## src/hdl/ebw_map.svh

```systemverilog
// Register offsets, field positions, reset values and timing counts of the bus wait block
`ifndef EBW_MAP_SVH
`define EBW_MAP_SVH

// Byte offsets on the register bus
`define EBW_OFS_BUS_CTRL    6'h00
`define EBW_OFS_AREA0       6'h04
`define EBW_OFS_AREA1       6'h08
`define EBW_OFS_AREA2       6'h0c
`define EBW_OFS_AREA3       6'h10

// External bus control fields
`define EBW_BIT_REQ_HOLD    23
`define EBW_BIT_RSVD        22
`define EBW_BIT_OWNER       21
`define EBW_DFW_HI          20
`define EBW_DFW_LO          16
`define EBW_A3W_HI          15
`define EBW_A3W_LO          13
`define EBW_A2W_HI          12
`define EBW_A2W_LO          10
`define EBW_A1W_HI          9
`define EBW_A1W_LO          5
`define EBW_A0W_HI          4
`define EBW_A0W_LO          0

// Area attribute fields: compare base, compare mask, DRAM type, enable
`define EBW_AAR_BASE_HI     23
`define EBW_AAR_BASE_LO     16
`define EBW_AAR_MASK_HI     15
`define EBW_AAR_MASK_LO     8
`define EBW_AAR_DRAM        1
`define EBW_AAR_EN          0

// Reset values
`define EBW_BUS_CTRL_RST    24'h1f_ffff
`define EBW_AAR_RST         24'h00_0000

// Trailing wait thresholds and counts
`define EBW_TRAIL1_MIN      5'h04
`define EBW_TRAIL2_MIN      5'h08
`define EBW_TRAIL_ONE       5'h01
`define EBW_TRAIL_TWO       5'h02

`endif

```

## src/hdl/ebw_pkg.sv

```systemverilog
// Types shared by the bus wait block
package ebw_pkg;

    // External access sequencer states
    typedef enum logic [2:0] {
        ST_IDLE   = 3'b000,
        ST_GRANT  = 3'b001,
        ST_STROBE = 3'b010,
        ST_TRAIL  = 3'b011,
        ST_DRAM   = 3'b100,
        ST_DONE   = 3'b101
    } ebw_state_type;

endpackage : ebw_pkg

```

## src/hdl/ebw_area_match.sv

```systemverilog
// Address match of one attribute-defined area
`timescale 1ns/1ns
`include "ebw_map.svh"
module ebw_area_match #(
    parameter int ADDR_W = 24
) (
    input  wire logic [ADDR_W-1:0] addr,
    input  wire logic [23:0]       attr,
    output logic                   hit,
    output logic                   isDram
);

    // Upper address byte compared under mask; a clear mask bit is a don't care
    wire logic [7:0] topByte = addr[ADDR_W-1 -: 8];
    wire logic [7:0] base    = attr[`EBW_AAR_BASE_HI:`EBW_AAR_BASE_LO];
    wire logic [7:0] mask    = attr[`EBW_AAR_MASK_HI:`EBW_AAR_MASK_LO];

    assign hit    = attr[`EBW_AAR_EN] && (((topByte ^ base) & mask) == 8'h00);
    assign isDram = attr[`EBW_AAR_DRAM];

endmodule : ebw_area_match

```

## src/hdl/ebw_down_cnt.sv

```systemverilog
// Loadable down counter that flags its last cycle
`timescale 1ns/1ns
module ebw_down_cnt #(
    parameter int WIDTH = 5
) (
    input  wire logic             core_clk,
    input  wire logic             rst,
    input  wire logic             load,
    input  wire logic [WIDTH-1:0] loadVal,
    output logic                  last
);

    logic [WIDTH-1:0] cnt_r;
    logic [WIDTH-1:0] cnt_nxt;

    // Hold at zero once run down so a stale count never retriggers
    assign cnt_nxt = load ? loadVal : ((cnt_r != '0) ? cnt_r - 1'b1 : cnt_r);
    assign last    = (cnt_r <= {{(WIDTH-1){1'b0}}, 1'b1});

    always_ff @(posedge core_clk or posedge rst) begin
        if (rst) begin
            cnt_r <= '0;
        end else begin
            cnt_r <= cnt_nxt;
        end
    end

endmodule : ebw_down_cnt

```

## src/hdl/ebw_bus_ctrl.sv

```systemverilog
// External bus control register and SRAM wait-state sequencer
//
// Contract
// - Request hold bit keeps bus request asserted; else only while an access pends.
// - Bit 21 is read-only and reads one while this device owns the bus.
// - All other control bits read and write; reserved bit 22 resets to zero.
// - Bits 20-16 give 1..31 waits outside every attribute area; reset all ones.
// - Default-area accesses always run as SRAM cycles, never DRAM cycles.
// - Bits 15-13 give 1..7 waits for area 3 SRAM; DRAM ignores them.
// - Bits 12-10 give 1..7 waits for area 2 SRAM, reset seven; DRAM ignores.
// - Bits 9-5 give 1..31 waits for area 1 SRAM, reset 31; DRAM ignores.
// - Bits 4-0 give 1..31 waits for area 0 SRAM, reset 31; DRAM ignores.
// - Four to seven waits append one trailing wait at the access end.
// - Eight or more waits append two trailing waits at the access end.
// - Trailing waits extend hold and release only; data is sampled no later.
`timescale 1ns/1ns
// Offsets, field positions and reset values come from the shared map
`include "ebw_map.svh"
module ebw_bus_ctrl #(
    parameter int ADDR_W = 24,
    parameter int DATA_W = 24
) (
    input  wire logic              core_clk,
    input  wire logic              rst,
    // Register bus
    input  wire logic [5:0]        avs_address,
    input  wire logic              avs_read,
    input  wire logic              avs_write,
    input  wire logic [31:0]       avs_writedata,
    input  wire logic [3:0]        avs_byteenable,
    output logic      [31:0]       avs_readdata,
    output logic                   avs_waitrequest,
    // Core access port
    input  wire logic              accReq,
    input  wire logic              accWrite,
    input  wire logic [ADDR_W-1:0] accAddr,
    input  wire logic [DATA_W-1:0] accWdata,
    output logic      [DATA_W-1:0] accRdata,
    output logic                   accDone,
    // Arbitration
    output logic                   busReqOut,
    input  wire logic              busGrant,
    // External SRAM pins
    output logic      [ADDR_W-1:0] extAddr,
    output logic      [DATA_W-1:0] extDataOut,
    output logic                   extDataOe,
    input  wire logic [DATA_W-1:0] extDataIn,
    output logic                   extRdN,
    output logic                   extWrN,
    // Hand-off to the dynamic memory controller
    output logic                   dramReq,
    input  wire logic              dramDone
);

    // ------------------------------------------------------------------
    // Register storage
    // ------------------------------------------------------------------
    logic [23:0]              busCtrl_r;
    logic [23:0]              busCtrl_nxt;
    logic [3:0][23:0]         areaAttr_r;
    logic [3:0][23:0]         areaAttr_nxt;
    logic                     owner_r;
    logic                     ack_r;
    logic [31:0]              rdData_r;

    // Sequencer storage
    ebw_pkg::ebw_state_type   state_r;
    ebw_pkg::ebw_state_type   state_nxt;
    logic [ADDR_W-1:0]        addr_r;
    logic [DATA_W-1:0]        wdata_r;
    logic [DATA_W-1:0]        rdAcc_r;
    logic                     write_r;
    logic [1:0]               trail_r;

    // ------------------------------------------------------------------
    // Register bus decode
    // ------------------------------------------------------------------
    wire logic       busReq     = avs_read | avs_write;
    wire logic       selCtrl    = (avs_address == `EBW_OFS_BUS_CTRL);
    wire logic [3:0] selArea;
    wire logic       selAny     = selCtrl | (|selArea);
    wire logic       doWrite    = avs_write & ack_r;
    wire logic [31:0] byteMask  = {{8{avs_byteenable[3]}}, {8{avs_byteenable[2]}},
                                   {8{avs_byteenable[1]}}, {8{avs_byteenable[0]}}};
    wire logic [23:0] wrMask    = byteMask[23:0];
    wire logic [23:0] wrVal     = avs_writedata[23:0];

    // Address decode of the attribute registers
    assign selArea[0] = (avs_address == `EBW_OFS_AREA0);
    assign selArea[1] = (avs_address == `EBW_OFS_AREA1);
    assign selArea[2] = (avs_address == `EBW_OFS_AREA2);
    assign selArea[3] = (avs_address == `EBW_OFS_AREA3);

    // One wait cycle per access: the answer comes at the second edge
    assign avs_waitrequest = busReq & ~ack_r;
    assign avs_readdata    = rdData_r;

    always_ff @(posedge core_clk or posedge rst) begin
        if (rst) begin
            ack_r <= 1'b0;
        end else begin
            ack_r <= busReq & ~ack_r;
        end
    end

    // ------------------------------------------------------------------
    // Control register write: byte lanes merge, stored owner bit never read back
    // ------------------------------------------------------------------
    wire logic [23:0] ctrlMerged = (busCtrl_r & ~wrMask) | (wrVal & wrMask);

    assign busCtrl_nxt = (doWrite && selCtrl) ? ctrlMerged : busCtrl_r;

    always_ff @(posedge core_clk or posedge rst) begin
        if (rst) begin
            busCtrl_r <= `EBW_BUS_CTRL_RST;
        end else begin
            busCtrl_r <= busCtrl_nxt;
        end
    end

    // Attribute registers share the same merge
    genvar gi;
    generate
        for (gi = 0; gi < 4; gi++) begin : gArea
            wire logic [23:0] merged = (areaAttr_r[gi] & ~wrMask) | (wrVal & wrMask);
            assign areaAttr_nxt[gi] = (doWrite && selArea[gi]) ? merged : areaAttr_r[gi];
        end
    endgenerate

    always_ff @(posedge core_clk or posedge rst) begin
        if (rst) begin
            areaAttr_r <= {4{`EBW_AAR_RST}};
        end else begin
            areaAttr_r <= areaAttr_nxt;
        end
    end

    // ------------------------------------------------------------------
    // Read data: owner state replaces the stored bit, unmapped reads zero
    // ------------------------------------------------------------------
    wire logic [23:0] ctrlView;
    wire logic [23:0] areaView;
    wire logic [23:0] readView;

    assign ctrlView = {busCtrl_r[`EBW_BIT_REQ_HOLD], busCtrl_r[`EBW_BIT_RSVD],
                       owner_r, busCtrl_r[`EBW_DFW_HI:0]};
    assign areaView = selArea[0] ? areaAttr_r[0] :
                      selArea[1] ? areaAttr_r[1] :
                      selArea[2] ? areaAttr_r[2] :
                      selArea[3] ? areaAttr_r[3] : 24'h00_0000;
    assign readView = selCtrl ? ctrlView : areaView;

    always_ff @(posedge core_clk or posedge rst) begin
        if (rst) begin
            rdData_r <= 32'h0000_0000;
        end else if (avs_read && !ack_r) begin
            rdData_r <= selAny ? {8'h00, readView} : 32'h0000_0000;
        end
    end

    // ------------------------------------------------------------------
    // Area selection for the pending access
    // ------------------------------------------------------------------
    wire logic [3:0] areaHit;
    wire logic [3:0] areaDram;

    generate
        for (gi = 0; gi < 4; gi++) begin : gMatch
            ebw_area_match #(
                .ADDR_W (ADDR_W)
            ) uMatch (
                .addr   (addr_r),
                .attr   (areaAttr_r[gi]),
                .hit    (areaHit[gi]),
                .isDram (areaDram[gi])
            );
        end
    endgenerate

    // Lowest-index hit wins; no hit falls back to the default area
    wire logic [4:0] areaWaits;
    wire logic       selDram;

    assign areaWaits =
        areaHit[0] ? busCtrl_r[`EBW_A0W_HI:`EBW_A0W_LO] :
        areaHit[1] ? busCtrl_r[`EBW_A1W_HI:`EBW_A1W_LO] :
        areaHit[2] ? {2'b00, busCtrl_r[`EBW_A2W_HI:`EBW_A2W_LO]} :
        areaHit[3] ? {2'b00, busCtrl_r[`EBW_A3W_HI:`EBW_A3W_LO]} :
                     busCtrl_r[`EBW_DFW_HI:`EBW_DFW_LO];

    // A DRAM area skips the wait fields; the default area can never be DRAM
    assign selDram = areaHit[0] ? areaDram[0] :
                     areaHit[1] ? areaDram[1] :
                     areaHit[2] ? areaDram[2] :
                     areaHit[3] ? areaDram[3] : 1'b0;

    // A zero field is illegal; run it as one wait rather than an endless strobe
    wire logic [4:0] strobeLen = (areaWaits == 5'h00) ? 5'h01 : areaWaits;

    // Trailing waits depend on the programmed count only
    wire logic [1:0] trailSel =
        (strobeLen >= `EBW_TRAIL2_MIN) ? 2'd2 :
        (strobeLen >= `EBW_TRAIL1_MIN) ? 2'd1 :
                                         2'd0;

    // ------------------------------------------------------------------
    // Wait counter shared by the strobe and trailing phases
    // ------------------------------------------------------------------
    wire logic       cntLast;
    wire logic       loadStrobe = (state_r == ebw_pkg::ST_GRANT) && busGrant && !selDram;
    wire logic       loadTrail  = (state_r == ebw_pkg::ST_STROBE) && cntLast &&
                                  (trail_r != 2'd0);
    wire logic [4:0] loadVal    = loadTrail ? ((trail_r == 2'd2) ? `EBW_TRAIL_TWO
                                                                 : `EBW_TRAIL_ONE)
                                            : strobeLen;

    ebw_down_cnt #(
        .WIDTH   (5)
    ) uWaitCnt (
        .core_clk (core_clk),
        .rst      (rst),
        .load     (loadStrobe | loadTrail),
        .loadVal  (loadVal),
        .last     (cntLast)
    );

    // ------------------------------------------------------------------
    // Access sequencer
    // ------------------------------------------------------------------
    always_comb begin
        state_nxt = state_r;
        case (state_r)
            ebw_pkg::ST_IDLE: begin
                if (accReq) begin
                    state_nxt = ebw_pkg::ST_GRANT;
                end
            end
            ebw_pkg::ST_GRANT: begin
                if (busGrant) begin
                    state_nxt = selDram ? ebw_pkg::ST_DRAM : ebw_pkg::ST_STROBE;
                end
            end
            ebw_pkg::ST_STROBE: begin
                if (cntLast) begin
                    state_nxt = (trail_r != 2'd0) ? ebw_pkg::ST_TRAIL : ebw_pkg::ST_DONE;
                end
            end
            ebw_pkg::ST_TRAIL: begin
                if (cntLast) begin
                    state_nxt = ebw_pkg::ST_DONE;
                end
            end
            ebw_pkg::ST_DRAM: begin
                if (dramDone) begin
                    state_nxt = ebw_pkg::ST_DONE;
                end
            end
            ebw_pkg::ST_DONE: begin
                state_nxt = ebw_pkg::ST_IDLE;
            end
            default: begin
                state_nxt = ebw_pkg::ST_IDLE;
            end
        endcase
    end

    always_ff @(posedge core_clk or posedge rst) begin
        if (rst) begin
            state_r <= ebw_pkg::ST_IDLE;
        end else begin
            state_r <= state_nxt;
        end
    end

    // Request captured once so the pins stay stable through the trailing phase
    always_ff @(posedge core_clk or posedge rst) begin
        if (rst) begin
            addr_r  <= '0;
            wdata_r <= '0;
            write_r <= 1'b0;
        end else if (state_r == ebw_pkg::ST_IDLE && accReq) begin
            addr_r  <= accAddr;
            wdata_r <= accWdata;
            write_r <= accWrite;
        end
    end

    // Trail count latched at strobe start, after the area decode settled
    always_ff @(posedge core_clk or posedge rst) begin
        if (rst) begin
            trail_r <= 2'd0;
        end else if (loadStrobe) begin
            trail_r <= trailSel;
        end
    end

    // Read data taken on the last strobe cycle, before any trailing wait
    always_ff @(posedge core_clk or posedge rst) begin
        if (rst) begin
            rdAcc_r <= '0;
        end else if ((state_r == ebw_pkg::ST_STROBE && cntLast && !write_r) ||
                     (state_r == ebw_pkg::ST_DRAM && dramDone && !write_r)) begin
            rdAcc_r <= extDataIn;
        end
    end

    // ------------------------------------------------------------------
    // Bus ownership and request
    // ------------------------------------------------------------------
    wire logic accPending = accReq | (state_r != ebw_pkg::ST_IDLE);

    assign busReqOut = busCtrl_r[`EBW_BIT_REQ_HOLD] | accPending;

    // Master only while the arbiter grants a request we actually drive
    always_ff @(posedge core_clk or posedge rst) begin
        if (rst) begin
            owner_r <= 1'b0;
        end else begin
            owner_r <= busGrant & busReqOut;
        end
    end

    // ------------------------------------------------------------------
    // Pin drive: strobes only in the strobe phase, data held through trail
    // ------------------------------------------------------------------
    wire logic inStrobe = (state_r == ebw_pkg::ST_STROBE);
    wire logic inTrail  = (state_r == ebw_pkg::ST_TRAIL);

    assign extAddr    = addr_r;
    assign extDataOut = wdata_r;
    assign extDataOe  = write_r & (inStrobe | inTrail);
    assign extRdN     = ~(inStrobe & ~write_r);
    assign extWrN     = ~(inStrobe & write_r);
    assign dramReq    = (state_r == ebw_pkg::ST_DRAM);

    // Answer to the core
    assign accRdata = rdAcc_r;
    assign accDone  = (state_r == ebw_pkg::ST_DONE);

endmodule : ebw_bus_ctrl

```

## config.mk

```make
export PLATFORM = sky130hd
export DESIGN_NAME = ebw_bus_ctrl
export DESIGN_NICKNAME = d
export VERILOG_FILES = /design/src/hdl/ebw_pkg.sv /design/src/hdl/ebw_area_match.sv /design/src/hdl/ebw_down_cnt.sv /design/src/hdl/ebw_bus_ctrl.sv
export VERILOG_INCLUDE_DIRS = /design/src /design/src/hdl
export SDC_FILE = /design/constraint.sdc
export NUM_CORES = 1
export LEC_CHECK = 0
export ABC_AREA = 1
export ABC_CLOCK_PERIOD_IN_PS = 8500
export BUFFER_PORTS_ARGS = -buffer_cell sky130_fd_sc_hd__buf_4
export CAP_MARGIN = 20
export CORE_ASPECT_RATIO = 0.6
export CORE_MARGIN = 5
export CORE_UTILIZATION = 55
export DETAILED_ROUTE_END_ITERATION = 8
export PLACE_DENSITY_LB_ADDON = 0.25
export SLEW_MARGIN = 20
export SYNTH_ARGS = -nofsm -noshare
export SYNTH_HDL_FRONTEND = slang
export SYNTH_SLANG_ARGS = --single-unit
export TNS_END_PERCENT = 5
```

## constraint.sdc

```tcl
create_clock -name core_clk -period 8.5 [get_ports core_clk]
set_input_delay 0.85 -clock core_clk [delete_from_list [all_inputs] [get_ports core_clk]]
set_output_delay 0.85 -clock core_clk [all_outputs]
set_load 0.005 [all_outputs]
```

After elaboration in Yosys (flattened, before gate mapping)
Cells that the tools add are included.
{ "classes": {"add_sub_neg": 1, "n_lt_le_gt_ge": 3, "eq_ne": 15, "muxes": 29, "bitwise": 36, "reduce_logical": 35} }
{ "ops": {"columns": ["cell", "n"], "rows": [
  ["$and A24 B24 Y24", 6],
  ["$mux W24", 6],
  ["$or A24 B24 Y24", 5],
  ["$mux W5", 8],
  ["$and A8 B8 Y8", 4],
  ["$logic_not A8 Y1", 4],
  ["$xor A8 B8 Y8", 4],
  ["$not A24 Y24", 1],
  ["$mux W3", 7],
  ["$logic_and A1 B1 Y1", 18],
  ["$pmux W3 S5", 1],
  ["$eq A6 B4 Y1 const B", 2],
  ["$ne A2 B2 Y1 const B", 4],
  ["$and A1 B1 Y1", 6],
  ["$eq A3 B2 Y1 const B", 2],
  ["$eq A3 B3 Y1 const B", 2],
  ["$eq A6 B3 Y1 const B", 1],
  ["$eq A6 B5 Y1 const B", 1],
  ["$logic_not A6 Y1", 1],
  ["$or A1 B1 Y1", 6],
  ["$ge A5 B3 Y1 const B", 1],
  ["$ge A5 B4 Y1 const B", 1],
  ["$le A5 B1 Y1 const B", 1],
  ["$logic_not A5 Y1", 1],
  ["15 further kinds", 26]
]} }
{ "word_totals": {"reg_bits": 237, "inputBits": 122, "output_inout_bits": 111, "word_cells": 134} }

Longest topological paths before layout
Gate-level depths: netlist of run 1.
{ "depth": {"ltp_word": 13, "depth_mapped": 17, "mapped_depth_nobuf": 17} }

Cells and area by module
A second synthesis of run 1 with hierarchy kept.
{ "unflattened": {"hier_cells": 1277, "hier_area_um2": 10991.8} }
{ "by_module_without_submodules": {"columns": ["mod", "instances", "cells_per_inst", "area_each_um2", "seq_area_each_um2"], "rows": [
  ["ebw_bus_ctrl", 1, 1077, 9995.8, 5606.6],
  ["ebw_area_match", 4, 38, 165.2, 0.0],
  ["ebw_down_cnt", 1, 48, 335.3, 125.1]
]} }

Least setup slack after synthesis of run 1
No wires, ideal clock.
{ "synth_path": {"path_type": "input to register", "startpoint": "in avs_address[4]", "endpoint": "reg (tool-made name)", "setup_ps": 127, "t_arrival_ps": 2038, "required_ps": 8373, "path_slack_ps": 6335, "cell_stages": 12, "n_path_buf": 2, "cell_sequence": "inv_1 -> nand2_1 -> inv_2 -> nand2_1 -> nor2_1 -> inv_2 -> nor2_4 -> buf_4 -> nand3_1 -> buf_2 -> nand2_1 -> o21ai_0"} }
{ "synth_rtl": {"columns": ["element", "line_no", "text"], "rows": [
  ["start: declaration", "ebw_bus_ctrl.sv:26", "input wire logic [5:0] avs_address,"]
]} }

Final worst setup path of run 1
{ "layout_path": {"startpoint": "in avs_address[1]", "endpoint": "reg rdData_r[8] (netlist: avs_readdata[8])"} }
{ "layout_between": {"elab_chain_len": 7, "word_cells_on_any_way": 13, "cone_classes": "eq/ne (4); mux (6); bitwise (1); reduce/logical (2)"} }
{ "layout_rtl": {"columns": ["element", "line_no", "text"], "rows": [
  ["$eq A6 B5 Y1 (no source line)", null, null],
  ["$mux W24", "ebw_bus_ctrl.sv:150", "selArea[3] ? areaAttr_r[3] : 24'h00_0000;"],
  ["$mux W24", "ebw_bus_ctrl.sv:149", "selArea[2] ? areaAttr_r[2] :"],
  ["$mux W24", "ebw_bus_ctrl.sv:148", "selArea[1] ? areaAttr_r[1] :"],
  ["$mux W24", "ebw_bus_ctrl.sv:147", "assign areaView = selArea[0] ? areaAttr_r[0] :"],
  ["$mux W24", "ebw_bus_ctrl.sv:151", "assign readView = selCtrl ? ctrlView : areaView;"],
  ["$mux W24 (*)", "ebw_bus_ctrl.sv:157", "rdData_r <= selAny ? {8'h00, readView} : 32'h0000_0000;"],
  ["end signal: assignment", "ebw_bus_ctrl.sv:157", null],
  ["end: declaration", "ebw_bus_ctrl.sv:64", "logic [31:0] rdData_r;"]
]} }
Every way passes the cells marked *; elsewhere a longest branch is shown, timed or not.
A chain may end at the register's enable or synchronous reset.

==> impl_metrics.csv, run 1 <==
group,metric,value,unit
outcome,status,"finished, final reports clean",
setup_path,critPathSlowestCell,"o21ai_0",
clocking,cts_buffer_depth,3,
setup_path,cp_slowest_stage_delay,0.67,ns
final_layout,final_layout_size_suffix_gt1_frac,0.284,
synthesis,synth_top_family_by_area,"simple AND/OR/NAND/NOR gates",
clocking,cts.sinks,228,
synthesis,synthXorXnorAreaFrac,0.00251,
setup_path,required,8.90,ns
final_layout,fillers,1495,
final_layout,areaGrowthSynthToFinish,24.6,%
setup_path,crit-reg2reg-capture,"uWaitCnt.cnt_r[1]",
die,ios,233,
setup_path,cp.arrival,3.63,ns
clocking,numCtsBuffers,22,
route,wl,30200,um
power_and_ir_drop,power_density,264,nW/um^2
synthesis,synthSimpleGateAreaFrac,0.184,
route,first_iter_violations,1109,
placement,hpwl,22100,um
setup_path,path_max_fanout,27,
route,dr_wl_met3,4030,um
timing,rsz0062_at_grt,"false",
timing,slew_headroom,0.357,
setup_path,endpoint_kind,"flip-flop",
route,drt_pass1_iterations,6,
final_layout,diodes,0,
die,initial_core_util,0.555,
timing,layout_min_cycle_time,3.23,ns
global_routing,grt_pass1_vias,8376,
synthesis,ys_ff_latch,228,
placement,place_congestion,0.987,
route,drc_errors,0,
clocking,ctsHoldBuffers,0,
route,ant_nets,0,
clocking,htree_levels,1,
setup_path,path_cells,"buf_4, nor2_2, nand2_1, nor2_1, inv_2, nor2_4, inv_2, o21ai_0, a21oi_1, a21o_1",
power_and_ir_drop,intPower,0.00245,W
setup_path,critPathLaunchType,"input pin",
global_routing,grt_start_max_net_pins,153,
setup_path,r2r_setup_slack,6.01,ns
die,core,18800,um^2
timing,finalCritPeriodShare,0.380,
power_and_ir_drop,power.share.sequential,0.428,
synthesis,yosysWarningCount,0,
timing,worstMarginPinSlew,0.964,ns
setup_path,worstSetupPathType,"input pin to flip-flop",
placement,place.port_buffers,215,
setup_path,reg2reg_depth,13,
power_and_ir_drop,p_leak,6.36,nW
power_and_ir_drop,p_switching,0.000993,W
timing,fmaxAchievable,0.310,GHz
clocking,postCtsResizedCells,0,
global_routing,antenna_found_initial,0,
clocking,cts_tree,"yes",
clocking,post-cts-setup-buffers,0,
synthesis,muxShareOfSynthArea,0.0689,
die,die-area,22000,um^2
power_and_ir_drop,switching_share,0.288,
clocking,cts_root_buffer,"clkbuf_16",
die,fp.dieW,188,um
synthesis,synthesis.area,10500,um^2
placement,dpl_worst_slack,4.89,ns
setup_path,reg2reg_from,"extAddr[20]",
setup_path,critPathCapture,"avs_readdata[8]",
timing,whs,0.435,ns
die,die_h,117,um
worst_hold_path,hp-class,"input pin to asynchronous set/reset pin",
power_and_ir_drop,finalPower,0.00344,W
clocking,clk_latency,0.51,ns
route,via_count,9067,
timing,setup_ws,5.27,ns
route,routed-wl-met2,12300,um
global_routing,grt_first_pass_wirelength,46500,um
timing,drv_slew,0,
final_layout,nets,1487,
timing,setup_tns,0,ns
power_and_ir_drop,power_frac_comb,0.256,
clocking,clkSlewWorstSetupHoldPaths,0.07,ns
timing,skew,0.0103,ns
synthesis,synthCells,1160,
timing,hold_viol_final,0,
die,placementRows,39,
route,via_per_inst,5.58,
route,wl_met1,13200,um
synthesis,ys_seq_area_frac,0.548,
timing,setup_violations,0,
synthesis,yosys.area_share.adder,0.00239,
global_routing,grt_overflow,0,
power_and_ir_drop,power_frac_clock,0.316,
setup_path,crit_start,"avs_address[1]",
power_and_ir_drop,ir_drop,0.189,mV
synthesis,synth_compound_area_frac,0.132,
synthesis,syn_area_per_cell,9.01,um^2
flow_run,drv_cap,0,
setup_path,crit_top_cell,"inv_2",
synthesis,synth_cell_types,43,
route,post_drt_wl_per_cell,18.6,um
route,top_layer,"met4",
global_routing,grt_usage,0.268,
worst min path at each step:
| stage | end |
|---|---|
| after floorplan | flip-flop |
| after global placement | ack_r |
| after detailed placement | ack_r |
| after CTS | ack_r |
| after global routing | avs_readdata[23] |
| final | extDataOut[6] |
per-stage QoR:
stage,utilization,std cells,instance area (um^2)
floorplan,-,1167,10500
detailed placement,0.648,1585,12200
global route,0.692,1625,13000
CTS,0.691,1625,13000
finish,0.692,1625,13000
global placement,0.648,1585,12200
cell usage after synthesis (all sizes together):
cell type / instances / area share
dfstp: 21 / 0.053
o22ai: 10 / 0.0060
o2111ai: 1 / 0.00084
clkinv: 1 / 0.00036
xnor2: 1 / 0.00084
nand3: 49 / 0.028
o21ai: 164 / 0.078
ha: 2 / 0.0024
a22oi: 17 / 0.012
a21oi: 51 / 0.025
or2: 5 / 0.0030
o211ai: 1 / 0.00072
inv: 106 / 0.038
o31ai: 2 / 0.0014
nand4: 5 / 0.0036
nor3: 7 / 0.0038
clkbuf: 22 / 0.0079
nor2: 73 / 0.031
a221oi: 1 / 0.00084
dfrtp: 207 / 0.50
mux2: 64 / 0.069
o221ai: 2 / 0.0017
a21o: 7 / 0.0050
buf: 25 / 0.014
xor2: 2 / 0.0017
conb: 1 / 0.00036
nand2: 313 / 0.11
routing by layer:
layer	vias to the layer above	global-route usage
met5	-	0
met4	0	0.0484
li1	4209	-
met1	4335	0.417
met2	472	0.368
met3	51	0.0901
cell families (layout without fill, tap and decap cells):
family / after synthesis / after routing
AND/OR/NAND/NOR: 452 / 452
AO/OA/AOI/OAI: 256 / 256
flip-flops: 228 / 228
buffers and inverters: 154 / 366
multiplexers: 64 / 64
XOR/XNOR: 3 / 3
adder cells (fa/ha/maj): 2 / 2
other: 1 / 8
power by group through the flow:
stage / Clock [W] / Combinational (W) / Sequential, W
final: 0.00109 / 0.000881 / 0.00147
after global routing: 0.00114 / 0.000982 / 0.00150
after CTS: 0.00110 / 0.000893 / 0.00147
after detailed placement: 0 / 0.000891 / 0.00149
after global placement: 0 / 0.000869 / 0.00148
after floorplan: 0 / 0.000452 / 0.00147
cells in the final DEF (no fill, tap or decap), types with 8 or more instances in the layout:
master     count
nand3_1       44
inv_1         86
o22ai_1       10
a21oi_1       49
nor2_1        61
clkbuf_16     23
dfstp_2       21
dfrtp_1      207
a22oi_1       17
o21ai_1        8
nor2_2         8
buf_4        219
nand2_1      305
mux2_2        64
conb_1         8
o21ai_0      156
inv_2         18
area by class of cell:
| class | instances | area, um^2 | share of cell area |
|---|---|---|---|
| Tap cell | 246 | 308 | 0.0236 |
| Clock inverter | 8 | 146 | 0.0112 |
| Inverter | 107 | 417 | 0.0320 |
| Sequential cell | 228 | 5730 | 0.440 |
| Timing Repair Buffer | 219 | 1640 | 0.126 |
| Clock buffer | 32 | 659 | 0.0506 |
| Multi-Input combinational cell | 785 | 4120 | 0.316 |
worst max-delay path: cells and delay by family:
kind,cells,cell delay [ns]
compound gates,3,1.04
buf+inv,3,0.58
simple gates,4,1.15
Power figures use the tool's default switching activity.
==> run 2: changes to the inputs <==
--- a/config.mk
+++ b/config.mk
@@ -7,7 +7,7 @@
 export NUM_CORES = 1
 export LEC_CHECK = 0
 export ABC_AREA = 1
-export ABC_CLOCK_PERIOD_IN_PS = 8500
+export ABC_CLOCK_PERIOD_IN_PS = 3150
 export BUFFER_PORTS_ARGS = -buffer_cell sky130_fd_sc_hd__buf_4
 export CAP_MARGIN = 20
 export CORE_ASPECT_RATIO = 0.6
==> constraint.sdc (replaced) <==
create_clock -name core_clk -period 3.15 [get_ports core_clk]
set_input_delay 0.315 -clock core_clk [delete_from_list [all_inputs] [get_ports core_clk]]
set_output_delay 0.315 -clock core_clk [all_outputs]
set_load 0.005 [all_outputs]
==> run 2 against run 1 <==
  * Sequential power rose to 2.7 times the previous value
  * Non-clock buffer count up 14
  * Critical path depth up 3
  * Clock skew up 0.0055 ns
  * Clock power up 150%
  * Wire length up 3.3%
  * Die area unchanged
  * Sequential cell count unchanged
  * Sequential share of layout area down 0.30 points
  * Worst hold slack worse by 0.41 ns
  * Critical endpoint is now uWaitCnt.cnt_r[1]
==> impl_metrics.csv, run 2 (same netlist as run 1, synthesis figures left out) <==
group,metric,value,unit
route,first_iter_violations,959,
global_routing,grt_usage,0.278,
timing,setup_tns,0,ns
setup_path,cp.arrival,2.92,ns
timing,skew,0.0158,ns
route,via_count,9100,
timing,drv_slew,0,
die,placementRows,39,
placement,place_congestion,0.966,
timing,fmaxAchievable,0.398,GHz
die,fp.dieW,188,um
power_and_ir_drop,ir_drop,0.589,mV
setup_path,required,3.55,ns
placement,place_area,12400,um^2
clocking,ctsHoldBuffers,0,
timing,layout_min_cycle_time,2.51,ns
timing,worstMarginPinSlew,0.959,ns
final_layout,nets,1501,
clocking,clk_latency,0.51,ns
timing,finalCritPeriodShare,0.797,
timing,slew_headroom,0.359,
die,die-area,22000,um^2
timing,setup_violations,0,
die,ios,233,
worst_hold_path,hp-class,"input pin to asynchronous set/reset pin",
route,post_drt_wl_per_cell,19.0,um
clocking,cts_buffer_depth,3,
route,ant_nets,0,
final_layout,layout_common_cells,"305 x nand2_1, 229 x buf_4, 207 x dfrtp_1",
power_and_ir_drop,power_density,697,nW/um^2
final_layout,fin_util,0.696,
global_routing,grt_pass1_vias,8965,
die,core,18800,um^2
global_routing,antenna_found_initial,0,
final_layout,fin_area,13100,um^2
final_layout,fillers,1468,
global_routing,grt_start_max_net_pins,57,
placement,place.port_buffers,215,
clocking,htree_levels,1,
route,drc_errors,0,
setup_path,path_max_fanout,11,
setup_path,endpoint_kind,"flip-flop",
placement,hpwl,23400,um
die,initial_core_util,0.555,
global_routing,grt_first_pass_wirelength,48200,um
clocking,cts_root_buffer,"clkbuf_16",
clocking,clkSlewWorstSetupHoldPaths,0.07,ns
global_routing,grt_overflow,0,
power_and_ir_drop,finalPower,0.00914,W
clocking,cts.sinks,228,
outcome,status,"finished, final reports clean",
flow_run,drv_cap,0,
route,wl,31200,um
global_routing,grt-busiest-layer,"met2",
final_layout,layout_commonest_cell,"nand2_1",
final_layout,areaGrowthSynthToFinish,25.4,%
setup_path,critPathLaunchType,"flip-flop",
clocking,cts_tree,"yes",
clocking,postCtsResizedCells,0,
route,drt_pass1_iterations,6,
global_routing,use_met3,0.122,
clocking,numCtsBuffers,22,
route,via_per_inst,5.55,
power_and_ir_drop,p_leak,6.42,nW
setup_path,worstSetupPathType,"flip-flop to flip-flop",
global_routing,use_met2,0.406,
die,die_h,117,um
timing,hold_viol_final,0,
global_routing,met1_usage,0.396,
clocking,post-cts-setup-buffers,0,
timing,rsz0062_at_grt,"false",
final_layout,final_layout_size_suffix_gt1_frac,0.291,
-- run 2: changes by cell type in the layout (fill, tap and decap cells not counted) --
| cell | before | now |
|---|---|---|
| buf_12 | 0 | 4 |
| buf_4 | 219 | 229 |
| bufinv_16 | 4 | 1 |
| clkbuf_8 | 5 | 6 |
| clkinv_2 | 2 | 6 |
| clkbuf_1 | 4 | 3 |
| diode_2 | 0 | 1 |
| inv_6 | 1 | 0 |
-- run 2: power breakdown --
part / internal (W) / switching (W)
clock network: 0.00157 / 0.00115
registers: 0.00353 / 0.000461
logic: 0.00131 / 0.00112
-- run 2: layout make-up --
type / instances / area, um^2 / area share
Multi-Input combinational cell: 785 / 4120 / 0.314
Clock buffer: 32 / 669 / 0.0510
Antenna cell: 1 / 2.50 / 0.000191
Tap cell: 246 / 308 / 0.0235
Inverter: 107 / 408 / 0.0311
Timing Repair Buffer: 233 / 1800 / 0.137
Sequential cell: 228 / 5730 / 0.437
Clock inverter: 8 / 76.3 / 0.00582
-- run 2: worst max-delay path, stage by stage, from the launching register on --
cell	delay [ns]
dfrtp_1	0.53
nand2_1	0.08
nand2_1	0.07
o21ai_1	0.12
nor2_1	0.16
nand3_1	0.21
nor2_2	0.45
a21oi_1	0.10
nand2_2	0.13
nand3_4	0.11
a21oi_1	0.18
o21ai_0	0.14
nand2_1	0.08
nand2_1	0.04
-- run 2: per-layer routing --
layer,vias to the layer above,part of all wire
li1,4231,-
met1,4374,0.42
met2,455,0.43
met3,40,0.13
met4,0,0.013
met5,-,0
-- run 2: metrics by stage --
stage / hold WS (ns) / worst slack, ns / cells
after floorplan: 0.419 / -0.128 / 1167
after global placement: 0.453 / 0.799 / 1599
after detailed placement: 0.457 / 0.717 / 1599
after CTS: 0.0312 / 0.723 / 1639
after global routing: 0.0269 / 0.446 / 1639
final: 0.0277 / 0.638 / 1640
-- run 2: final timing paths --
check,endpoint,from,slack (ns),depth (start not counted)
max,uWaitCnt.cnt_r[1],extAddr[23],0.64,13
min,extAddr[17],rst,0.03,2
max reg2reg,uWaitCnt.cnt_r[1],extAddr[23],0.64,13
min reg2reg,ack_r,ack_r,0.47,1
max in group asynchronous,asynchronous set/reset pin,rst,2.25,3
min in group core_clk,accRdata[21],extDataIn[21],0.04,2
==> run 3: changes to the inputs <==
--- a/config.mk
+++ b/config.mk
@@ -7,7 +7,7 @@
 export NUM_CORES = 1
 export LEC_CHECK = 0
 export ABC_AREA = 1
-export ABC_CLOCK_PERIOD_IN_PS = 3150
+export ABC_CLOCK_PERIOD_IN_PS = 2400
 export BUFFER_PORTS_ARGS = -buffer_cell sky130_fd_sc_hd__buf_4
 export CAP_MARGIN = 20
 export CORE_ASPECT_RATIO = 0.6
==> constraint.sdc (replaced) <==
create_clock -name core_clk -period 2.4 [get_ports core_clk]
set_input_delay 0.24 -clock core_clk [delete_from_list [all_inputs] [get_ports core_clk]]
set_output_delay 0.24 -clock core_clk [all_outputs]
set_load 0.005 [all_outputs]
==> run 3 against run 2 <==
  * Via count up 6.0%
  * Total power rose by 36%
  * Combinational power grew 40%
  * Sequential power grew 32%
  * Wire length increased by 9.7%
  * Critical path depth fell by 1
  * Utilization rose by 5.3 points
  * Clock power up 40%
  * Die area unchanged
  * Largest cell class unchanged
  * Highest routed layer unchanged
==> impl_metrics.csv, run 3 (same netlist as run 1, synthesis figures left out) <==
group,metric,value,unit
outcome,status,"finished, final reports clean",
die,die-area,22000,um^2
timing,setup_violations,0,
timing,slew_headroom,0.449,
power_and_ir_drop,ir_drop,0.653,mV
setup_path,critPathLaunchType,"flip-flop",
clocking,clk_latency,0.51,ns
final_layout,final-instance-count-excl-fill,1736,
placement,place_area,12600,um^2
final_layout,final_layout_size_suffix_gt1_frac,0.284,
global_routing,use_met2,0.461,
final_layout,nets,1597,
global_routing,met1_usage,0.442,
power_and_ir_drop,power_frac_clock,0.304,
route,via_per_inst,5.56,
global_routing,antenna_found_initial,1,
timing,whs,0.0162,ns
clocking,cts_buffer_depth,3,
power_and_ir_drop,p_switching,0.00375,W
clocking,clkSlewWorstSetupHoldPaths,0.06,ns
timing,drv_slew,0,
timing,setup_tns,0,ns
clocking,cts_root_buffer,"clkbuf_16",
final_layout,fillers,1316,
power_and_ir_drop,power_density,883,nW/um^2
route,ant_nets,0,
setup_path,worstSetupPathType,"flip-flop to flip-flop",
global_routing,grt_start_max_net_pins,47,
global_routing,grt_pass1_vias,9479,
setup_path,path_cells,"nor2_1, o21ai_1, nor2_1, nand3_1, nor2_4, a21oi_1, nand2_2, nand3_4, a21oi_1, o21ai_0, nand2_1, nand2_1",
final_layout,layout_commonest_cell,"nand2_1",
setup_path,cp.arrival,2.71,ns
setup_path,required,2.80,ns
setup_path,endpoint_kind,"flip-flop",
route,post_drt_wl_per_cell,19.7,um
timing,finalCritPeriodShare,0.964,
setup_path,cp_slowest_stage_delay,0.49,ns
worst_hold_path,hp-class,"input pin to flip-flop",
placement,place.port_buffers,215,
timing,rsz0062_at_grt,"false",
power_and_ir_drop,power.share.sequential,0.423,
timing,worstMarginPinSlew,0.825,ns
clocking,numCtsBuffers,22,
placement,place_congestion,0.976,
route,first_iter_violations,1150,
global_routing,grt_usage,0.307,
final_layout,fin_util,0.749,
timing,hold_viol_final,0,
timing,skew,0.0140,ns
power_and_ir_drop,intPower,0.00871,W
global_routing,use_met3,0.106,
final_layout,regArea,5730,um^2
setup_path,r2r_setup_slack,0.09,ns
timing,fmaxAchievable,0.432,GHz
flow_run,drv_cap,0,
die,fp.dieW,188,um
route,wl,34200,um
placement,hpwl,23500,um
setup_path,path_max_fanout,8,
global_routing,grt-busiest-layer,"met2",
final_layout,fin_area,14100,um^2
final_layout,areaGrowthSynthToFinish,34.9,%
power_and_ir_drop,power_frac_comb,0.273,
clocking,cts_tree,"yes",
clocking,cts.sinks,228,
timing,layout_min_cycle_time,2.31,ns
route,drc_errors,0,
setup_path,critPathSlowestCell,"dfrtp_1",
die,core,18800,um^2
final_layout,multi_input_area,4120,um^2
clocking,htree_levels,1,
placement,place_inst,1619,
die,placementRows,39,
route,drt_pass1_iterations,7,
final_layout,layout_common_cells,"305 x nand2_1, 246 x buf_4, 207 x dfrtp_1",
global_routing,grt_overflow,0,
route,via_count,9649,
power_and_ir_drop,p_leak,6.85,nW
power_and_ir_drop,switching_share,0.301,
die,initial_core_util,0.555,
die,ios,233,
die,die_h,117,um
global_routing,grt_first_pass_wirelength,52800,um
==> run 3: worst max-delay path: cells and delay by family, from the launching register on <==
family,cells,cell delay (ns)
AOI/OAI and AO/OA,4,0.59
DFF,1,0.49
and+or+nand+nor,8,1.13
==> run 3: power groups by stage <==
stage	registers, W	clock network [W]	logic [W]
floorplan	0.00521	0	0.00160
global placement	0.00523	0	0.00314
detailed placement	0.00527	0	0.00322
CTS	0.00522	0.00377	0.00335
global route	0.00537	0.00395	0.00373
finish	0.00527	0.00379	0.00341
==> run 3: repair_timing <==
| action | 4_1_cts | 5_1_grt |
|---|---|---|
| hold buffers | 75 | 0 |
| endpoints found under the hold margin | 93 | 0 |
| buffers inserted | 0 | 1 |
| endpoints found under the setup margin | 0 | 2 |
| gates resized for setup | 0 | 1 |
==> run 3: metrics by stage <==
stage | setup slack, ns | power, W
finish | 0.0870 | 0.0125
global route | 0.0237 | 0.0131
CTS | 0.151 | 0.0123
detailed placement | 0.179 | 0.00850
global placement | 0.243 | 0.00837
floorplan | -0.803 | 0.00681
==> run 3: layout make-up <==
cell class,instances,area share
diodes,1,0.000177
repair buffers,329,0.195
multi-input cells,785,0.292
clock buffers,35,0.0475
well taps,246,0.0218
inverters,107,0.0289
flip-flops and latches,228,0.406
clock inverters,5,0.00754
==> run 3: per-layer routing <==
| metal | part of all wire | vias to the layer above | wire length (um) |
|---|---|---|---|
| li1 | - | 4429 | - |
| met1 | 0.41 | 4593 | 14100 |
| met2 | 0.44 | 567 | 15100 |
| met3 | 0.13 | 60 | 4420 |
| met4 | 0.018 | 0 | 623 |
| met5 | 0 | - | 0 |
==> run 3: path summary, 6_finish.rpt <==
path / startpoint / to / cells after the start
min reg2reg: ack_r / ack_r / 1
min: avs_write / ack_r / 3
min in group asynchronous: rst / extAddr[17] / 3
max in group asynchronous: rst / asynchronous set/reset pin / 4
max reg2reg: extAddr[23] / uWaitCnt.cnt_r[1] / 12
max: extAddr[23] / uWaitCnt.cnt_r[1] / 12
